`src/include/llw_pkg.sv`:
```
// llw_pkg: shared constants for the long-line word handshake
package llw_pkg;
  localparam int CLK_PERIOD_NS   = 10;
  localparam int DESKEW_NS       = 100;
  localparam int DESKEW_LONG_NS  = 200;
  localparam int DATA_DESKEW_LONG_NS = 300;
  localparam int PARITY_NS       = 100;
  localparam int EXTRA_LONG_NS   = 100;
  localparam int READ_REPLY_NS   = 200;
  localparam int READ_REPLY_LONG_NS = 300;
  localparam int SAMPLE_NS       = 100;
  localparam int CONNECT_NS      = 3000;
  // least times round up to whole cycles
  localparam int DESKEW_CYC      = (DESKEW_NS + CLK_PERIOD_NS - 1) / CLK_PERIOD_NS;
  localparam int DESKEW_LONG_CYC = (DESKEW_LONG_NS + CLK_PERIOD_NS - 1)
                                   / CLK_PERIOD_NS;
  localparam int DATA_DESKEW_LONG_CYC = (DATA_DESKEW_LONG_NS + CLK_PERIOD_NS - 1)
                                        / CLK_PERIOD_NS;
  localparam int PARITY_CYC      = (PARITY_NS + CLK_PERIOD_NS - 1) / CLK_PERIOD_NS;
  localparam int EXTRA_LONG_CYC  = (EXTRA_LONG_NS + CLK_PERIOD_NS - 1)
                                   / CLK_PERIOD_NS;
  localparam int READ_REPLY_CYC  = (READ_REPLY_NS + CLK_PERIOD_NS - 1)
                                   / CLK_PERIOD_NS;
  localparam int READ_REPLY_LONG_CYC = (READ_REPLY_LONG_NS + CLK_PERIOD_NS - 1)
                                       / CLK_PERIOD_NS;
  localparam int SAMPLE_CYC      = (SAMPLE_NS + CLK_PERIOD_NS - 1) / CLK_PERIOD_NS;
  localparam int CONNECT_CYC     = (CONNECT_NS + CLK_PERIOD_NS - 1)
                                   / CLK_PERIOD_NS;
  localparam int DATA_W          = 12;
  localparam int CODE_W          = 12;
  localparam int FIFO_DEPTH      = 16;
  localparam int CNT_W           = 9;
endpackage

```
`src/include/llw_link_if.sv`:
```
// llw_link_if: parallel word link between channel and peripheral
`timescale 1ns/1ps
`default_nettype none
interface llw_link_if;
  logic                        strobe;    // word strobe, channel to device
  logic                        connect;   // select request, channel to device
  logic                        write;     // 1 = channel writes to device
  logic [llw_pkg::DATA_W-1:0]  ch_data;   // data channel to device
  logic                        ch_par;    // odd parity of ch_data
  logic [llw_pkg::DATA_W-1:0]  dev_data;  // data device to channel
  logic                        dev_par;
  logic                        reply;     // acknowledge
  logic                        reject;    // refusal
  modport chan (output strobe, connect, write, ch_data, ch_par,
                input dev_data, dev_par, reply, reject);
  modport dev  (input strobe, connect, write, ch_data, ch_par,
                output dev_data, dev_par, reply, reject);
endinterface
`default_nettype wire

```
`src/core/llw_fifo.sv`:
```
// llw_fifo: flip-flop FIFO with valid/ready on both sides
`timescale 1ns/1ps
`default_nettype none
module llw_fifo #(
  parameter int WIDTH = 12,
  parameter int DEPTH = 16
) (
  input  wire logic             core_clk_i,
  input  wire logic             resetn_i,
  input  wire logic             in_valid_i,
  output logic                  in_ready_o,
  input  wire logic [WIDTH-1:0] in_data_i,
  output logic                  out_valid_o,
  input  wire logic             out_ready_i,
  output logic      [WIDTH-1:0] out_data_o
);
  localparam int AW = $clog2(DEPTH);
  logic [WIDTH-1:0] mem_ff [DEPTH];
  logic [AW-1:0]    wr_ff;
  logic [AW-1:0]    rd_ff;
  logic [AW:0]      cnt_ff;
  logic             push;
  logic             pop;

  assign in_ready_o  = (cnt_ff != (AW+1)'(DEPTH));
  assign out_valid_o = (cnt_ff != '0);
  assign push        = in_valid_i & in_ready_o;
  assign pop         = out_valid_o & out_ready_i;
  assign out_data_o  = mem_ff[rd_ff];

  always_ff @(posedge core_clk_i) begin
    if (push) begin
      mem_ff[wr_ff] <= in_data_i;
    end
  end

  always_ff @(posedge core_clk_i) begin
    if (!resetn_i) begin
      wr_ff  <= '0;
      rd_ff  <= '0;
      cnt_ff <= '0;
    end else begin
      if (push) begin
        wr_ff <= (wr_ff == AW'(DEPTH - 1)) ? '0 : wr_ff + 1'b1;
      end
      if (pop) begin
        rd_ff <= (rd_ff == AW'(DEPTH - 1)) ? '0 : rd_ff + 1'b1;
      end
      if (push && !pop) begin
        cnt_ff <= cnt_ff + 1'b1;
      end else if (pop && !push) begin
        cnt_ff <= cnt_ff - 1'b1;
      end
    end
  end
endmodule
`default_nettype wire

```
`src/core/llw_dev.sv`:
```
// llw_dev: peripheral end of the long-line word handshake
`timescale 1ns/1ps
`default_nettype none
// Operation
// - channel waits 100 ns deskew after strobe; llw_chan waits it after reply instead
// - write: delay strobe use for parity check
// - read: hold reply 200 ns after data
// - long cable: control deskew 200 ns
// - long cable: extra 100 ns write strobe delay
// - long cable: read reply delay 300 ns
// - any sample delay at least 100 ns
// - sender drops strobe on reply
// - device drops reply after strobe falls
// - next strobe only after reply falls
// - channel accepts reply after prior fall
// - long line: reply 3 us after connect
// - unmatched unit drops off on connect
// - checked write answered reply or reject
// - receiver checks parity, 100 ns allowed
// - channel samples, drops strobe on reply
// - 12-bit long line: 300 ns data deskew
module llw_dev #(
  parameter int          WIDTH = llw_pkg::DATA_W,
  parameter int          DEPTH = llw_pkg::FIFO_DEPTH,
  parameter logic [11:0] MY_CODE = 12'h001
) (
  input  wire logic             core_clk_i,
  input  wire logic             resetn_i,
  input  wire logic             long_cable_i,
  llw_link_if.dev               link,
  output logic                  selected_o,
  output logic                  rx_valid_o,
  input  wire logic             rx_ready_i,
  output logic      [WIDTH-1:0] rx_data_o,
  input  wire logic             tx_valid_i,
  output logic                  tx_ready_o,
  input  wire logic [WIDTH-1:0] tx_data_i,
  output logic                  par_err_o
);
  typedef enum logic [2:0] {
    ST_IDLE = 3'b000,
    ST_WAIT = 3'b001,
    ST_ANS  = 3'b010,
    ST_HOLD = 3'b011,
    ST_DROP = 3'b100
  } llw_dst_e;

  llw_dst_e                  st_ff;
  logic [llw_pkg::CNT_W-1:0] cnt_ff;
  logic [WIDTH-1:0]          rx_word_ff;
  logic                      rx_wr_ff;
  logic                      ok_ff;
  logic                      sel_ff;
  logic                      is_conn_ff;
  logic                      rx_in_ready;
  logic                      tx_out_valid;
  logic [WIDTH-1:0]          tx_out_data;
  logic                      tx_pop;
  logic [llw_pkg::CNT_W-1:0] wr_wait;
  logic [llw_pkg::CNT_W-1:0] rd_wait;

  function automatic logic odd_par(input logic [WIDTH-1:0] d);
    odd_par = ~^d;
  endfunction

  // write: deskew + parity + long-line extra; read: reply delay
  assign wr_wait = long_cable_i ?
      llw_pkg::CNT_W'(llw_pkg::DATA_DESKEW_LONG_CYC + llw_pkg::PARITY_CYC
                      + llw_pkg::EXTRA_LONG_CYC) :
      llw_pkg::CNT_W'(llw_pkg::DESKEW_CYC + llw_pkg::PARITY_CYC);
  assign rd_wait = long_cable_i ?
      llw_pkg::CNT_W'(llw_pkg::READ_REPLY_LONG_CYC) :
      llw_pkg::CNT_W'(llw_pkg::READ_REPLY_CYC);

  llw_fifo #(.WIDTH(WIDTH), .DEPTH(DEPTH)) u_rx_fifo (
    .core_clk_i  (core_clk_i),
    .resetn_i    (resetn_i),
    .in_valid_i  (rx_wr_ff),
    .in_ready_o  (rx_in_ready),
    .in_data_i   (rx_word_ff),
    .out_valid_o (rx_valid_o),
    .out_ready_i (rx_ready_i),
    .out_data_o  (rx_data_o)
  );

  llw_fifo #(.WIDTH(WIDTH), .DEPTH(DEPTH)) u_tx_fifo (
    .core_clk_i  (core_clk_i),
    .resetn_i    (resetn_i),
    .in_valid_i  (tx_valid_i),
    .in_ready_o  (tx_ready_o),
    .in_data_i   (tx_data_i),
    .out_valid_o (tx_out_valid),
    .out_ready_i (tx_pop),
    .out_data_o  (tx_out_data)
  );

  assign tx_pop     = (st_ff == ST_DROP) && !link.strobe && is_conn_ff == 1'b0
                      && !link.write && ok_ff;
  assign selected_o = sel_ff;

  ////////////////////////////////////////////////////////////////////////////
  // handshake sequencer
  always_ff @(posedge core_clk_i) begin
    if (!resetn_i) begin
      st_ff      <= ST_IDLE;
      cnt_ff     <= '0;
      is_conn_ff <= 1'b0;
      ok_ff      <= 1'b0;
    end else begin
      case (st_ff)
        ST_IDLE: begin
          cnt_ff <= '0;
          if (link.strobe && link.connect) begin
            is_conn_ff <= 1'b1;
            st_ff      <= ST_WAIT;
          end else if (link.strobe && sel_ff) begin
            is_conn_ff <= 1'b0;
            st_ff      <= ST_WAIT;
          end
        end
        ST_WAIT: begin
          cnt_ff <= cnt_ff + 1'b1;
          if (is_conn_ff) begin
            if (link.ch_data != MY_CODE) begin
              st_ff <= ST_DROP;
            end else if (cnt_ff >= llw_pkg::CNT_W'(llw_pkg::CONNECT_CYC - 1)) begin
              st_ff <= ST_ANS;
            end
          end else if (link.write) begin
            if (cnt_ff >= wr_wait - 1'b1 && rx_in_ready) begin
              st_ff <= ST_ANS;
            end
          end else if (!tx_out_valid) begin
            cnt_ff <= '0;
          end else if (cnt_ff >= rd_wait - 1'b1) begin
            st_ff <= ST_ANS;
          end
        end
        ST_ANS: begin
          ok_ff <= is_conn_ff || !link.write ||
                   (odd_par(link.ch_data) == link.ch_par);
          st_ff <= ST_HOLD;
        end
        ST_HOLD: begin
          if (!link.strobe) begin
            st_ff <= ST_DROP;
          end
        end
        default: begin
          if (!link.strobe) begin
            st_ff <= ST_IDLE;
          end
        end
      endcase
    end
  end

  ////////////////////////////////////////////////////////////////////////////
  // select latch, received word capture, answer lines
  always_ff @(posedge core_clk_i) begin
    if (!resetn_i) begin
      sel_ff <= 1'b0;
    end else if (st_ff == ST_WAIT && is_conn_ff) begin
      sel_ff <= (link.ch_data == MY_CODE);
    end
  end

  always_ff @(posedge core_clk_i) begin
    if (!resetn_i) begin
      rx_word_ff <= '0;
      rx_wr_ff   <= 1'b0;
    end else begin
      rx_wr_ff <= (st_ff == ST_ANS) && !is_conn_ff && link.write &&
                  (odd_par(link.ch_data) == link.ch_par);
      if (st_ff == ST_ANS) begin
        rx_word_ff <= link.ch_data;
      end
    end
  end

  always_ff @(posedge core_clk_i) begin
    if (!resetn_i) begin
      link.reply    <= 1'b0;
      link.reject   <= 1'b0;
      link.dev_data <= '0;
      link.dev_par  <= 1'b0;
      par_err_o     <= 1'b0;
    end else begin
      par_err_o <= (st_ff == ST_ANS) && !is_conn_ff && link.write &&
                   (odd_par(link.ch_data) != link.ch_par);
      if ((st_ff == ST_IDLE || st_ff == ST_WAIT) && tx_out_valid) begin
        link.dev_data <= tx_out_data;
        link.dev_par  <= odd_par(tx_out_data);
      end
      if (st_ff == ST_ANS) begin
        link.reply  <= is_conn_ff || !link.write ||
                       (odd_par(link.ch_data) == link.ch_par);
        link.reject <= !is_conn_ff && link.write &&
                       (odd_par(link.ch_data) != link.ch_par);
      end else if (st_ff == ST_HOLD && !link.strobe) begin
        link.reply  <= 1'b0;
        link.reject <= 1'b0;
      end
    end
  end
endmodule
`default_nettype wire

```
`src/flat_wrapper.sv`:
```
// flat-port wrapper written by rule: the top's interface ports become plain ports
module llw_dev_flat 
#(
  parameter int          WIDTH = llw_pkg::DATA_W,
  parameter int          DEPTH = llw_pkg::FIFO_DEPTH,
  parameter logic [11:0] MY_CODE = 12'h001
)
  (core_clk_i, resetn_i, long_cable_i, selected_o, rx_valid_o, rx_ready_i, rx_data_o, tx_valid_i, tx_ready_o, tx_data_i, par_err_o, link_strobe, link_connect, link_write, link_ch_data, link_ch_par, link_dev_data, link_dev_par, link_reply, link_reject);
  llw_link_if link_i ();
  input  wire logic core_clk_i;
  input  wire logic resetn_i;
  input  wire logic long_cable_i;
  output logic selected_o;
  output logic rx_valid_o;
  input  wire logic rx_ready_i;
  output logic      [WIDTH-1:0] rx_data_o;
  input  wire logic tx_valid_i;
  output logic tx_ready_o;
  input  wire logic [WIDTH-1:0] tx_data_i;
  output logic par_err_o;
  input wire logic [$bits(link_i.strobe)-1:0] link_strobe;
  input wire logic [$bits(link_i.connect)-1:0] link_connect;
  input wire logic [$bits(link_i.write)-1:0] link_write;
  input wire logic [$bits(link_i.ch_data)-1:0] link_ch_data;
  input wire logic [$bits(link_i.ch_par)-1:0] link_ch_par;
  output wire logic [$bits(link_i.dev_data)-1:0] link_dev_data;
  output wire logic [$bits(link_i.dev_par)-1:0] link_dev_par;
  output wire logic [$bits(link_i.reply)-1:0] link_reply;
  output wire logic [$bits(link_i.reject)-1:0] link_reject;
  assign link_i.strobe = link_strobe;
  assign link_i.connect = link_connect;
  assign link_i.write = link_write;
  assign link_i.ch_data = link_ch_data;
  assign link_i.ch_par = link_ch_par;
  assign link_dev_data = link_i.dev_data;
  assign link_dev_par = link_i.dev_par;
  assign link_reply = link_i.reply;
  assign link_reject = link_i.reject;
  llw_dev #(.WIDTH(WIDTH), .DEPTH(DEPTH), .MY_CODE(MY_CODE)) u_core (.core_clk_i(core_clk_i), .resetn_i(resetn_i), .long_cable_i(long_cable_i), .link(link_i), .selected_o(selected_o), .rx_valid_o(rx_valid_o), .rx_ready_i(rx_ready_i), .rx_data_o(rx_data_o), .tx_valid_i(tx_valid_i), .tx_ready_o(tx_ready_o), .tx_data_i(tx_data_i), .par_err_o(par_err_o));
endmodule
```
`config.mk`:
```
export PLATFORM = sky130hd
export DESIGN_NAME = llw_dev_flat
export DESIGN_NICKNAME = d
export VERILOG_FILES = /design/src/include/llw_pkg.sv /design/src/include/llw_link_if.sv /design/src/core/llw_fifo.sv /design/src/core/llw_dev.sv /design/src/flat_wrapper.sv
export SDC_FILE = /design/constraint.sdc
export NUM_CORES = 1
export LEC_CHECK = 0
export BUFFER_PORTS_ARGS = -buffer_cell sky130_fd_sc_hd__buf_2
export CORE_ASPECT_RATIO = 1.2
export CORE_MARGIN = 2
export CORE_UTILIZATION = 62
export DETAILED_ROUTE_END_ITERATION = 7
export PLACE_DENSITY = 0.82
export SYNTH_ARGS = -nofsm -noshare
export SYNTH_HDL_FRONTEND = slang
export SYNTH_SLANG_ARGS = --single-unit
```
`constraint.sdc`:
```
create_clock -name core_clk_i -period 3.88 [get_ports core_clk_i]
set_clock_uncertainty 0.05 [all_clocks]
set_input_delay 0.388 -clock core_clk_i [delete_from_list [all_inputs] [get_ports core_clk_i]]
set_output_delay 0.388 -clock core_clk_i [all_outputs]
set_load 0.01 [all_outputs]
```
# Word-level counts from Yosys, hierarchy flattened

Memories as Yosys holds them, arrays and structs flattened. A register that Yosys moved wholly into a read port is not among the register bits.
Index checks and enable logic that the tools add are counted.

Flip-flop bits (word level): 70
Input port bits: 33
RAM bits: 384
Memories kept: 2

Memories:

| name                    | depth | width | rd ports | clocked after memory_dff | wr ports | RTL line       | RTL |
|---|---|---|---|---|---|---|---|
| u_core.u_rx_fifo.mem_ff | 16    | 12    | 1        | 1                        | 1        | llw_fifo.sv:18 | `logic [WIDTH-1:0] mem_ff [DEPTH];` |
| u_core.u_tx_fifo.mem_ff | 16    | 12    | 1        | 1                        | 1        | llw_fifo.sv:18 |  |

Equal/unequal tests: 21
Bitwise operators: 5
Muxes and demuxes: 39
Reductions and logical operators: 42
$add $sub $neg: 11
Order comparisons: 3

Operator list:

| kind                                                               | number |
|---|---|
| 4-bit 2-to-1 mux                                                   | 9 |
| 3-bit 2-to-1 mux                                                   | 11 |
| 9-bit 2-to-1 mux                                                   | 3 |
| 12-bit XNOR reduction                                              | 2 |
| 1-bit logical AND                                                  | 20 |
| 5-bit 2-to-1 mux                                                   | 4 |
| 9-bit greater-or-equal comparator                                  | 2 |
| 9-bit one-hot mux with 2 select lines                              | 1 |
| 9-bit by 1-bit subtractor with 9-bit output, second input constant | 2 |
| 4-bit by 1-bit adder with 4-bit output, second input constant      | 4 |
| 4-bit == test, second input constant                               | 4 |
| 12-bit by 1-bit == test with 1-bit output, second input constant   | 1 |
| 12-bit by 1-bit != test with 1-bit output, second input constant   | 1 |
| 4-bit by 2-bit != test with 1-bit output, second input constant    | 3 |
| 3-bit one-hot mux with 4 select lines                              | 1 |
| 5-bit by 1-bit adder with 5-bit output, second input constant      | 2 |
| 5-bit != test, second input constant                               | 2 |
| 2-bit nonzero test                                                 | 5 |
| 5-bit nonzero test                                                 | 2 |
| 5-bit by 1-bit subtractor with 5-bit output, second input constant | 2 |
| 9-bit by 1-bit adder with 9-bit output, second input constant      | 1 |
| 9-bit greater-or-equal comparator, second input constant           | 1 |
| 1-bit 2-to-1 mux                                                   | 9 |
| 1-bit zero test                                                    | 7 |
| 16 further kinds                                                   | 22 |

# Logic depth before layout (Yosys ltp)

Gate-level depths: netlist (run 1).

Depth after elaboration: 9
Mapped depth: 12
Depth with buffers taken out: 12

# By module

A second synthesis (run 1) with hierarchy kept.

Cell total of the unflattened synthesis: 1,097
Area total of the unflattened synthesis: 18,585.3 µm²

Modules (own cells, without submodules):

| module   | times used | cells each | area each (µm²) | seq. area each (µm²) |
|---|---|---|---|---|
| llw_fifo | 2          | 407        | 8,154.1         | 6,105.9 |
| llw_dev  | 1          | 283        | 2,277.2         | 880.8 |

# Worst setup path before layout (run 1)

No wires, ideal clock.

Path type: reg2reg
From: reg u_core.u_tx_fifo.cnt_ff[0]
To: reg u_core.u_tx_fifo.cnt_ff[4]
Required time: 3.754 ns
Arrival: 2.708 ns
Path slack: 1.046 ns
Path buffers: 1
Period minus slack after synthesis: 2.834 ns
Stages on the path, launching flop included: 13
Library setup time: 0.076 ns
Cells stage by stage: dfxtp_1 nor4_1 nand2_1 and2_1 clkbuf_1 ha_1 inv_1 ha_1 a21o_1 a21oi_1 xnor2_1 or3_1 a21boi_0

Cells in the longest elaborated chain, start to end: 5
Elaborated cells between the ends (all ways): 13

Ends and longest elaborated chain:

| item                                | RTL line           | RTL |
|---|---|---|
| start, declared                     | llw_fifo.sv:21     | `logic [AW:0] cnt_ff;` |
| start signal, assigned              | llw_fifo.sv:50     | `cnt_ff <= cnt_ff + 1'b1;` |
| start signal, assigned              | llw_fifo.sv:52     | `cnt_ff <= cnt_ff - 1'b1;` |
| 5-bit != test (*)                   | llw_fifo.sv:25     | `assign in_ready_o = (cnt_ff != (AW+1)'(DEPTH));` |
| net tx_ready_o                      | flat_wrapper.sv:18 | `output logic tx_ready_o;` |
| 1-bit bitwise AND (*)               | llw_fifo.sv:27     | `assign push = in_valid_i & in_ready_o;` |
| net u_core.u_tx_fifo.push           | llw_fifo.sv:22     | `logic push;` |
| 1-bit zero test                     | llw_fifo.sv:51     | `end else if (pop && !push) begin` |
| 1-bit logical AND                   | llw_fifo.sv:51     |  |
| 2-bit nonzero test (no source line) | --                 |  |

The timed path passes the listed nets; every way through them passes the cells marked *. The select of a mux whose other input is x is not followed.
A chain may end at the register's enable or synchronous reset.

==> impl_metrics.toml, run 1 <==
[global_routing]
antenna_found_initial = 2
grt_first_pass_wirelength_mm = 59.4
grt_pass1_vias = 10100
grt_remaining_overflow = 0
grt_max_degree = 49
grt_usage_pct = 25.4

[placed_design]
portBuffers = 63
place_hpwl_mm = 24.6
routabilityCongestion = 0.831
place_ws_ns = 0.870
dpl_cell_area_mm2 = 0.0194

[critical_path]
reg2regPathDepth = 11
critPathSlowestCell = "dfxtp_2"
cp.required_ns = 3.44
crit_chain = "buf_4 -> mux4_2 -> mux4_2 -> buf_2"
worst_path_most_repeated_cell = "mux4_2"
criticalPathCategory = "flip-flop to primary output"
cpPeakStageDelay_ns = 0.84
crit_family = "multiplexers"
start_kind = "flip-flop"
end_kind = "primary output"
crit_buf_inv = 2
crit_cells = 4
crit_fanout = 29
crit_arrival_ns = 2.77

[clocking]
clk_latency_ns = 0.54
cts.sinks = 462
hold_buffers = 0
cts_max_level = 2
post-cts-setup-buffers = 0
ctsRootBufferMaster = "clkbuf_16"
post_cts_resize_count = 0
cts_tree = "yes"
path_clk_slew_ns = 0.06
cts.path.max_buffers = 3
numCtsBuffers = 42

[drt]
drtPass1Iterations = 7
wl_per_cell_um = 24.9
drc = 0
vias_per_cell = 6.18
dr.first_iter.drc_count = 917
wl_mm = 39.0
antenna_left = 0
routed-via-count = 9683

[synth]
synth_top_cells_by_area = "edfxtp_1 62%, mux4_2 13%, dfxtp_1 8.4%, nand2_1 2.0%, ha_1 2.0%"
synth_edf_count = 384
ys.flop_type = "edfxtp_1"
synthTopCellsByCount = "384 x edfxtp_1, 109 x mux4_2, 99 x nand2_1, 78 x dfxtp_1, 37 x nor2_1"
synth_warnings = 0
yosys_register_bits = 462
synth_area_per_cell_um2 = 17.5
synth_cell_types = 51
synth_top_area_cell = "edfxtp_1"
synth_most_common_cell = "edfxtp_1"
synth-seq-area-share_pct = 70.6
async_reset_ff_share_pct = 0
syn-num-nets = 1123
yosys.area.top_type_share_pct = 62.2
synth.cell_area_mm2 = 0.0185
syn_inst = 1059

[floorplanning]
start_util_pct = 62.8
dieArea_mm2 = 0.0313
core-area_mm2 = 0.0295
io_pins = 64
core.rowCount = 69
die_h_um = 193
die_w_um = 162

[timing]
worstMarginPinSlew_ns = 1.31
setup_tns_ns = 0
max_freq_mhz = 311
setup_viol_count_final = 0
drv_slew = 0
min_period_over_period_pct = 82.8
min_period_ns = 3.21
slew_headroom_pct = 12.4
hold_viol = 0
setup_ws_ns = 0.668
rsz0062_at_grt = "false"

[power_and_ir_drop]
total_leakage_power_nw = 6.90
power_density_mw_per_mm2 = 560
ir_drop_mv = 0.477

[finish]
post-route-cell-area_mm2 = 0.0208
area_delta_synth_final_pct = 12.0
nets = 1206
final_util_pct = 70.3
regArea_mm2 = 0.0131
num-fill-cells = 1819
multiInputGateArea_mm2 = 0.00516
layout-drive-gt1-share_pct = 24.8

[worst_hold_path]
min_path_type = "input port to flip-flop"
whs_path_depth = 3

[flow_run]
maxCapViolations = 0

[run_status]
status = "finished, final reports clean"
path summary, 6_finish.rpt:
path / from / to / slack [ns]
worst max-delay path: flip-flop / rx_data_o[4] / 0.67
worst min-delay path: link_ch_data[5] / u_core.rx_word_ff[5]$_SDFFE_PN0P_ / 0.07
worst max register to register: u_core.u_tx_fifo.cnt_ff[0]$_SDFFE_PN0P_ / u_core.u_tx_fifo.cnt_ff[4]$_SDFFE_PN0P_ / 0.85
worst min register to register: u_core.link.dev_data[4]$_SDFFE_PN0P_ / u_core.link.dev_data[4]$_SDFFE_PN0P_ / 0.41
placed cells by master, fill, tap and decap left out, types with 3 or more instances in the layout:
cell        netlist  routed
nand2b_1          7       7
dfxtp_1          78      74
nor2b_1          22      22
nor2_2            0       4
clkinv_2          0      11
mux4_1            3       3
and3_1            4       4
nor3_2            0       9
a21o_1            7       7
nand2_1          99      99
clkinvlp_4        0       9
xor2_1            5       5
a22oi_1          18      18
bufinv_16         0       3
nor3b_1           5       5
ha_1             29      29
or3_1             5       5
buf_4             0      24
clkbuf_8          0       3
a21oi_1          22      22
a21boi_1          6       6
edfxtp_1        384     384
nand3_1           6       6
clkbuf_16         0      43
and2_1           18      18
buf_2             7      63
a21boi_0         29      29
o311a_1           4       4
clkbuf_1         31       5
nor2_1           37      33
mux4_2          109     109
o21ai_0          21      21
inv_1            26      26
xnor2_1          22      22
worst register-to-register path: stages (launching register included):
cell      delay (ns)
dfxtp_1         0.35
nor4_1          0.46
nand2b_1        0.15
nand4b_1        0.25
ha_1            0.23
inv_1           0.11
fa_1            0.47
a21o_1          0.17
a21oi_1         0.16
xnor2_1         0.09
or3_1           0.30
a21boi_0        0.16
routing by layer:
layer	track usage [%]	part of all wire [%]	vias to the layer above
met5	0	0	-
met4	9.54	3.5	0
met3	3.39	5.0	92
met2	46.8	55	337
met1	30.4	36	4952
li1	-	-	4302
sequential cells by signal, indices dropped and copies added, names as in the netlist, named ones only:
| signal | count |
|---|---|
| u_core.link.reject | 1 |
| u_core.u_tx_fifo.rd_ff | 4 |
| u_core.u_rx_fifo.wr_ff | 4 |
| u_core.u_rx_fifo.mem_ff | 192 |
| u_core.link.dev_data | 12 |
| u_core.par_err_o | 1 |
| u_core.rx_word_ff | 12 |
| u_core.st_ff | 3 |
| u_core.u_tx_fifo.wr_ff | 4 |
| u_core.selected_o | 1 |
| u_core.ok_ff | 1 |
| u_core.is_conn_ff | 1 |
| u_core.u_rx_fifo.cnt_ff | 5 |
| u_core.link.dev_par | 1 |
| u_core.u_tx_fifo.cnt_ff | 5 |
| u_core.u_rx_fifo.rd_ff | 4 |
| u_core.rx_wr_ff | 1 |
| u_core.link.reply | 1 |
| u_core.cnt_ff | 9 |
| u_core.u_tx_fifo.mem_ff | 192 |
layout make-up:
class | count | share of cell area (%)
clock buffers | 51 | 5.47
inverters | 28 | 0.506
clock inverters | 26 | 1.10
repair buffers | 89 | 2.58
flip-flops and latches | 462 | 63.1
diodes | 2 | 0.0241
well taps | 390 | 2.35
multi-input cells | 519 | 24.9
cells by family (layout without fill, tap and decap cells):
kind of cell	Yosys count	count (layout)	share of synthesized area (%)
XOR/XNOR	28	28	1.36
buffers and inverters	78	194	1.80
flip-flops	462	462	70.6
AO/OA/AOI/OAI	122	122	4.50
other	0	2	0
multiplexers	114	114	13.8
AND/OR/NAND/NOR	224	224	5.75
adder cells (fa/ha/maj)	31	31	2.17
power by group:
part           switching [mW]  internal, mW  total, mW
Clock                    1.77          2.30       4.07
Combinational           0.896         0.821       1.72
Sequential              0.262          5.58       5.85
Total                    2.93          8.71       11.6
metrics by stage:
step                total power, mW  hold WS, ns  std cells
floorplan                      7.12        0.388       1059
global placement               7.60        0.404       1488
detailed placement             7.67        0.406       1488
CTS                            11.7       0.0465       1565
global route                   12.1       0.0744       1567
finish                         11.6       0.0748       1567
Power figures use the tool's default switching activity.
==> inputs of run 2 (changes only) <==
Settings changed: CORE_UTILIZATION 62 to 56, PLACE_DENSITY 0.82 to 0.78.
Clock period 3.88 ns to 2.95 ns, I/O delays scaled along.
==> impl_metrics.toml, run 2 (synthesis gave the netlist of run 1 again) <==
[run_status]
status = "finished, final reports clean"

[placed_design]
routabilityCongestion = 0.801
place_hpwl_mm = 24.6
dp_cells = 1533
portBuffers = 63

[timing]
drv_slew = 0
setup_viol_count_final = 0
rsz0062_at_grt = "false"
min_period_ns = 2.83
max_freq_mhz = 353
hold_viol = 0
setup_tns_ns = 0
min_period_over_period_pct = 96.1
worstMarginPinSlew_ns = 1.19
slew_headroom_pct = 20.2

[critical_path]
start_kind = "flip-flop"
rrSetupSlack_ns = 0.21
reg2regPathDepth = 12
cp.required_ns = 2.61
rr_startpoint = "u_core.u_rx_fifo.cnt_ff[3]$_SDFFE_PN0P_"
criticalPathCategory = "flip-flop to primary output"
crit_fanout = 18
r2r_end = "u_core.u_rx_fifo.cnt_ff[4]$_SDFFE_PN0P_"
end_kind = "primary output"
crit_arrival_ns = 2.49

[drt]
drtPass1Iterations = 5
wl_met2_mm = 20.3
routed-via-count = 9740
antenna_left = 0
wl_mm = 37.5
wl_per_cell_um = 22.9
routed.top_layer = "met5"
route.met3.wl_mm = 2.09
dr.first_iter.drc_count = 772
wirelength_met1_mm = 13.7
drc = 0
vias_per_cell = 5.96

[global_routing]
grt_first_pass_wirelength_mm = 57.4
grt_max_degree = 49
grt_remaining_overflow = 0
antenna_found_initial = 1
grt_pass1_vias = 10200
grt_usage_pct = 22.2

[finish]
layout-drive-gt1-share_pct = 26.0
largestRegisters = "u_core.u_rx_fifo.mem_ff (192), u_core.u_tx_fifo.mem_ff (192)"
final_cell_mix = "384 x edfxtp_1, 109 x mux4_2, 99 x nand2_1"
stdcell_count = 1633
antenna_cells = 0
final_util_pct = 64.8
nets = 1251
layout_commonest_cell = "edfxtp_1"
area_delta_synth_final_pct = 14.9

[floorplanning]
dieArea_mm2 = 0.0346
core.rowCount = 73
die_w_um = 170
die_h_um = 203
start_util_pct = 56.4
core-area_mm2 = 0.0329
io_pins = 64

[worst_hold_path]
worstHoldStart = "link_connect"
holdPathEnd = "u_core.is_conn_ff$_SDFFE_PN0P_"
min_path_type = "input port to flip-flop"
whs_path_depth = 3

[clocking]
cts.sinks = 462
clk_latency_ns = 0.55
path_clk_slew_ns = 0.06
cts_tree = "yes"
ctsRootBufferMaster = "clkbuf_16"
numCtsBuffers = 44
cts_max_level = 2
cts.path.max_buffers = 3

[power_and_ir_drop]
total_leakage_power_nw = 7.19
ir_drop_mv = 0.575
power_density_mw_per_mm2 = 745

[flow_run]
maxCapViolations = 0
==> run 2: cell types whose count changed in the layout (fill, tap and decap cells not counted), sizes merged <==
cell         previous run  this run
buf                    89       121
bufinv                  3         6
clkbuf                 51        57
clkinv                 13        15
clkinvlp                9         1
diode                   2         0
dlygate4sd3             0        11
==> run 2: routing by layer <==
metal,up-vias,track usage [%]
met4,2,8.79
met1,4940,26.0
met3,92,3.92
li1,4387,-
met5,-,0
met2,319,40.4
==> run 2: critical path, cell delays in order, from the launching register on <==
cell and delay, ns:
dfxtp_2 0.70, buf_4 0.28, mux4_2 0.32, mux4_2 0.49, buf_2 0.15
==> run 2: worst max path at each step <==
stage	endpoint	slack [ns]	from
CTS	rx_data_o[6]	0.04	flip-flop
global placement	u_core.u_tx_fifo.cnt_ff[4]$_SDFFE_PN0P_	0.17	u_core.u_tx_fifo.cnt_ff[0]$_SDFFE_PN0P_
global route	u_core.u_rx_fifo.cnt_ff[4]$_SDFFE_PN0P_	0.01	u_core.u_rx_fifo.cnt_ff[1]$_SDFFE_PN0P_
detailed placement	u_core.u_tx_fifo.cnt_ff[4]$_SDFFE_PN0P_	0.08	u_core.u_tx_fifo.cnt_ff[0]$_SDFFE_PN0P_
floorplan	u_core.u_tx_fifo.cnt_ff[4]$_SDFFE_PN0P_	0.12	u_core.u_tx_fifo.cnt_ff[0]$_SDFFE_PN0P_
finish	rx_data_o[10]	0.12	flip-flop
==> run 2: where the power goes <==
group	internal, mW	switching (mW)
combinational	1.24	1.31
clock	3.33	2.32
sequential	7.35	0.310
total	11.9	3.94
==> run 2: final cells by class <==
| type | instances | area (um2) |
|---|---|---|
| Sequential cell | 462 | 13100 |
| Fill cell | 2169 | 11600 |
| Multi-Input combinational cell | 519 | 5190 |
| Clock buffer | 57 | 1170 |
| Timing Repair Buffer | 132 | 936 |
| Tap cell | 412 | 515 |
| Clock inverter | 23 | 277 |
| Inverter | 28 | 105 |
==> run 2: stage by stage <==
step / power [mW] / setup WS [ns] / cell area, um2 / hold slack (ns)
after floorplan: 9.36 / 0.116 / 18500 / 0.344
after global placement: 10.1 / 0.173 / 19600 / 0.398
after detailed placement: 10.2 / 0.0818 / 19600 / 0.400
after CTS: 15.8 / 0.0352 / 21200 / 0.00518
after global routing: 16.5 / 0.0109 / 21300 / 0.0300
final: 15.9 / 0.115 / 21300 / 0.0188
==> run 2: repair_timing <==
| item | CTS | global route |
|---|---|---|
| endpoints found under the setup margin | 0 | 3 |
| hold buffers | 11 | 0 |
| endpoints found under the hold margin | 11 | 0 |
| buffers inserted | 0 | 9 |
| gates resized for setup | 0 | 7 |
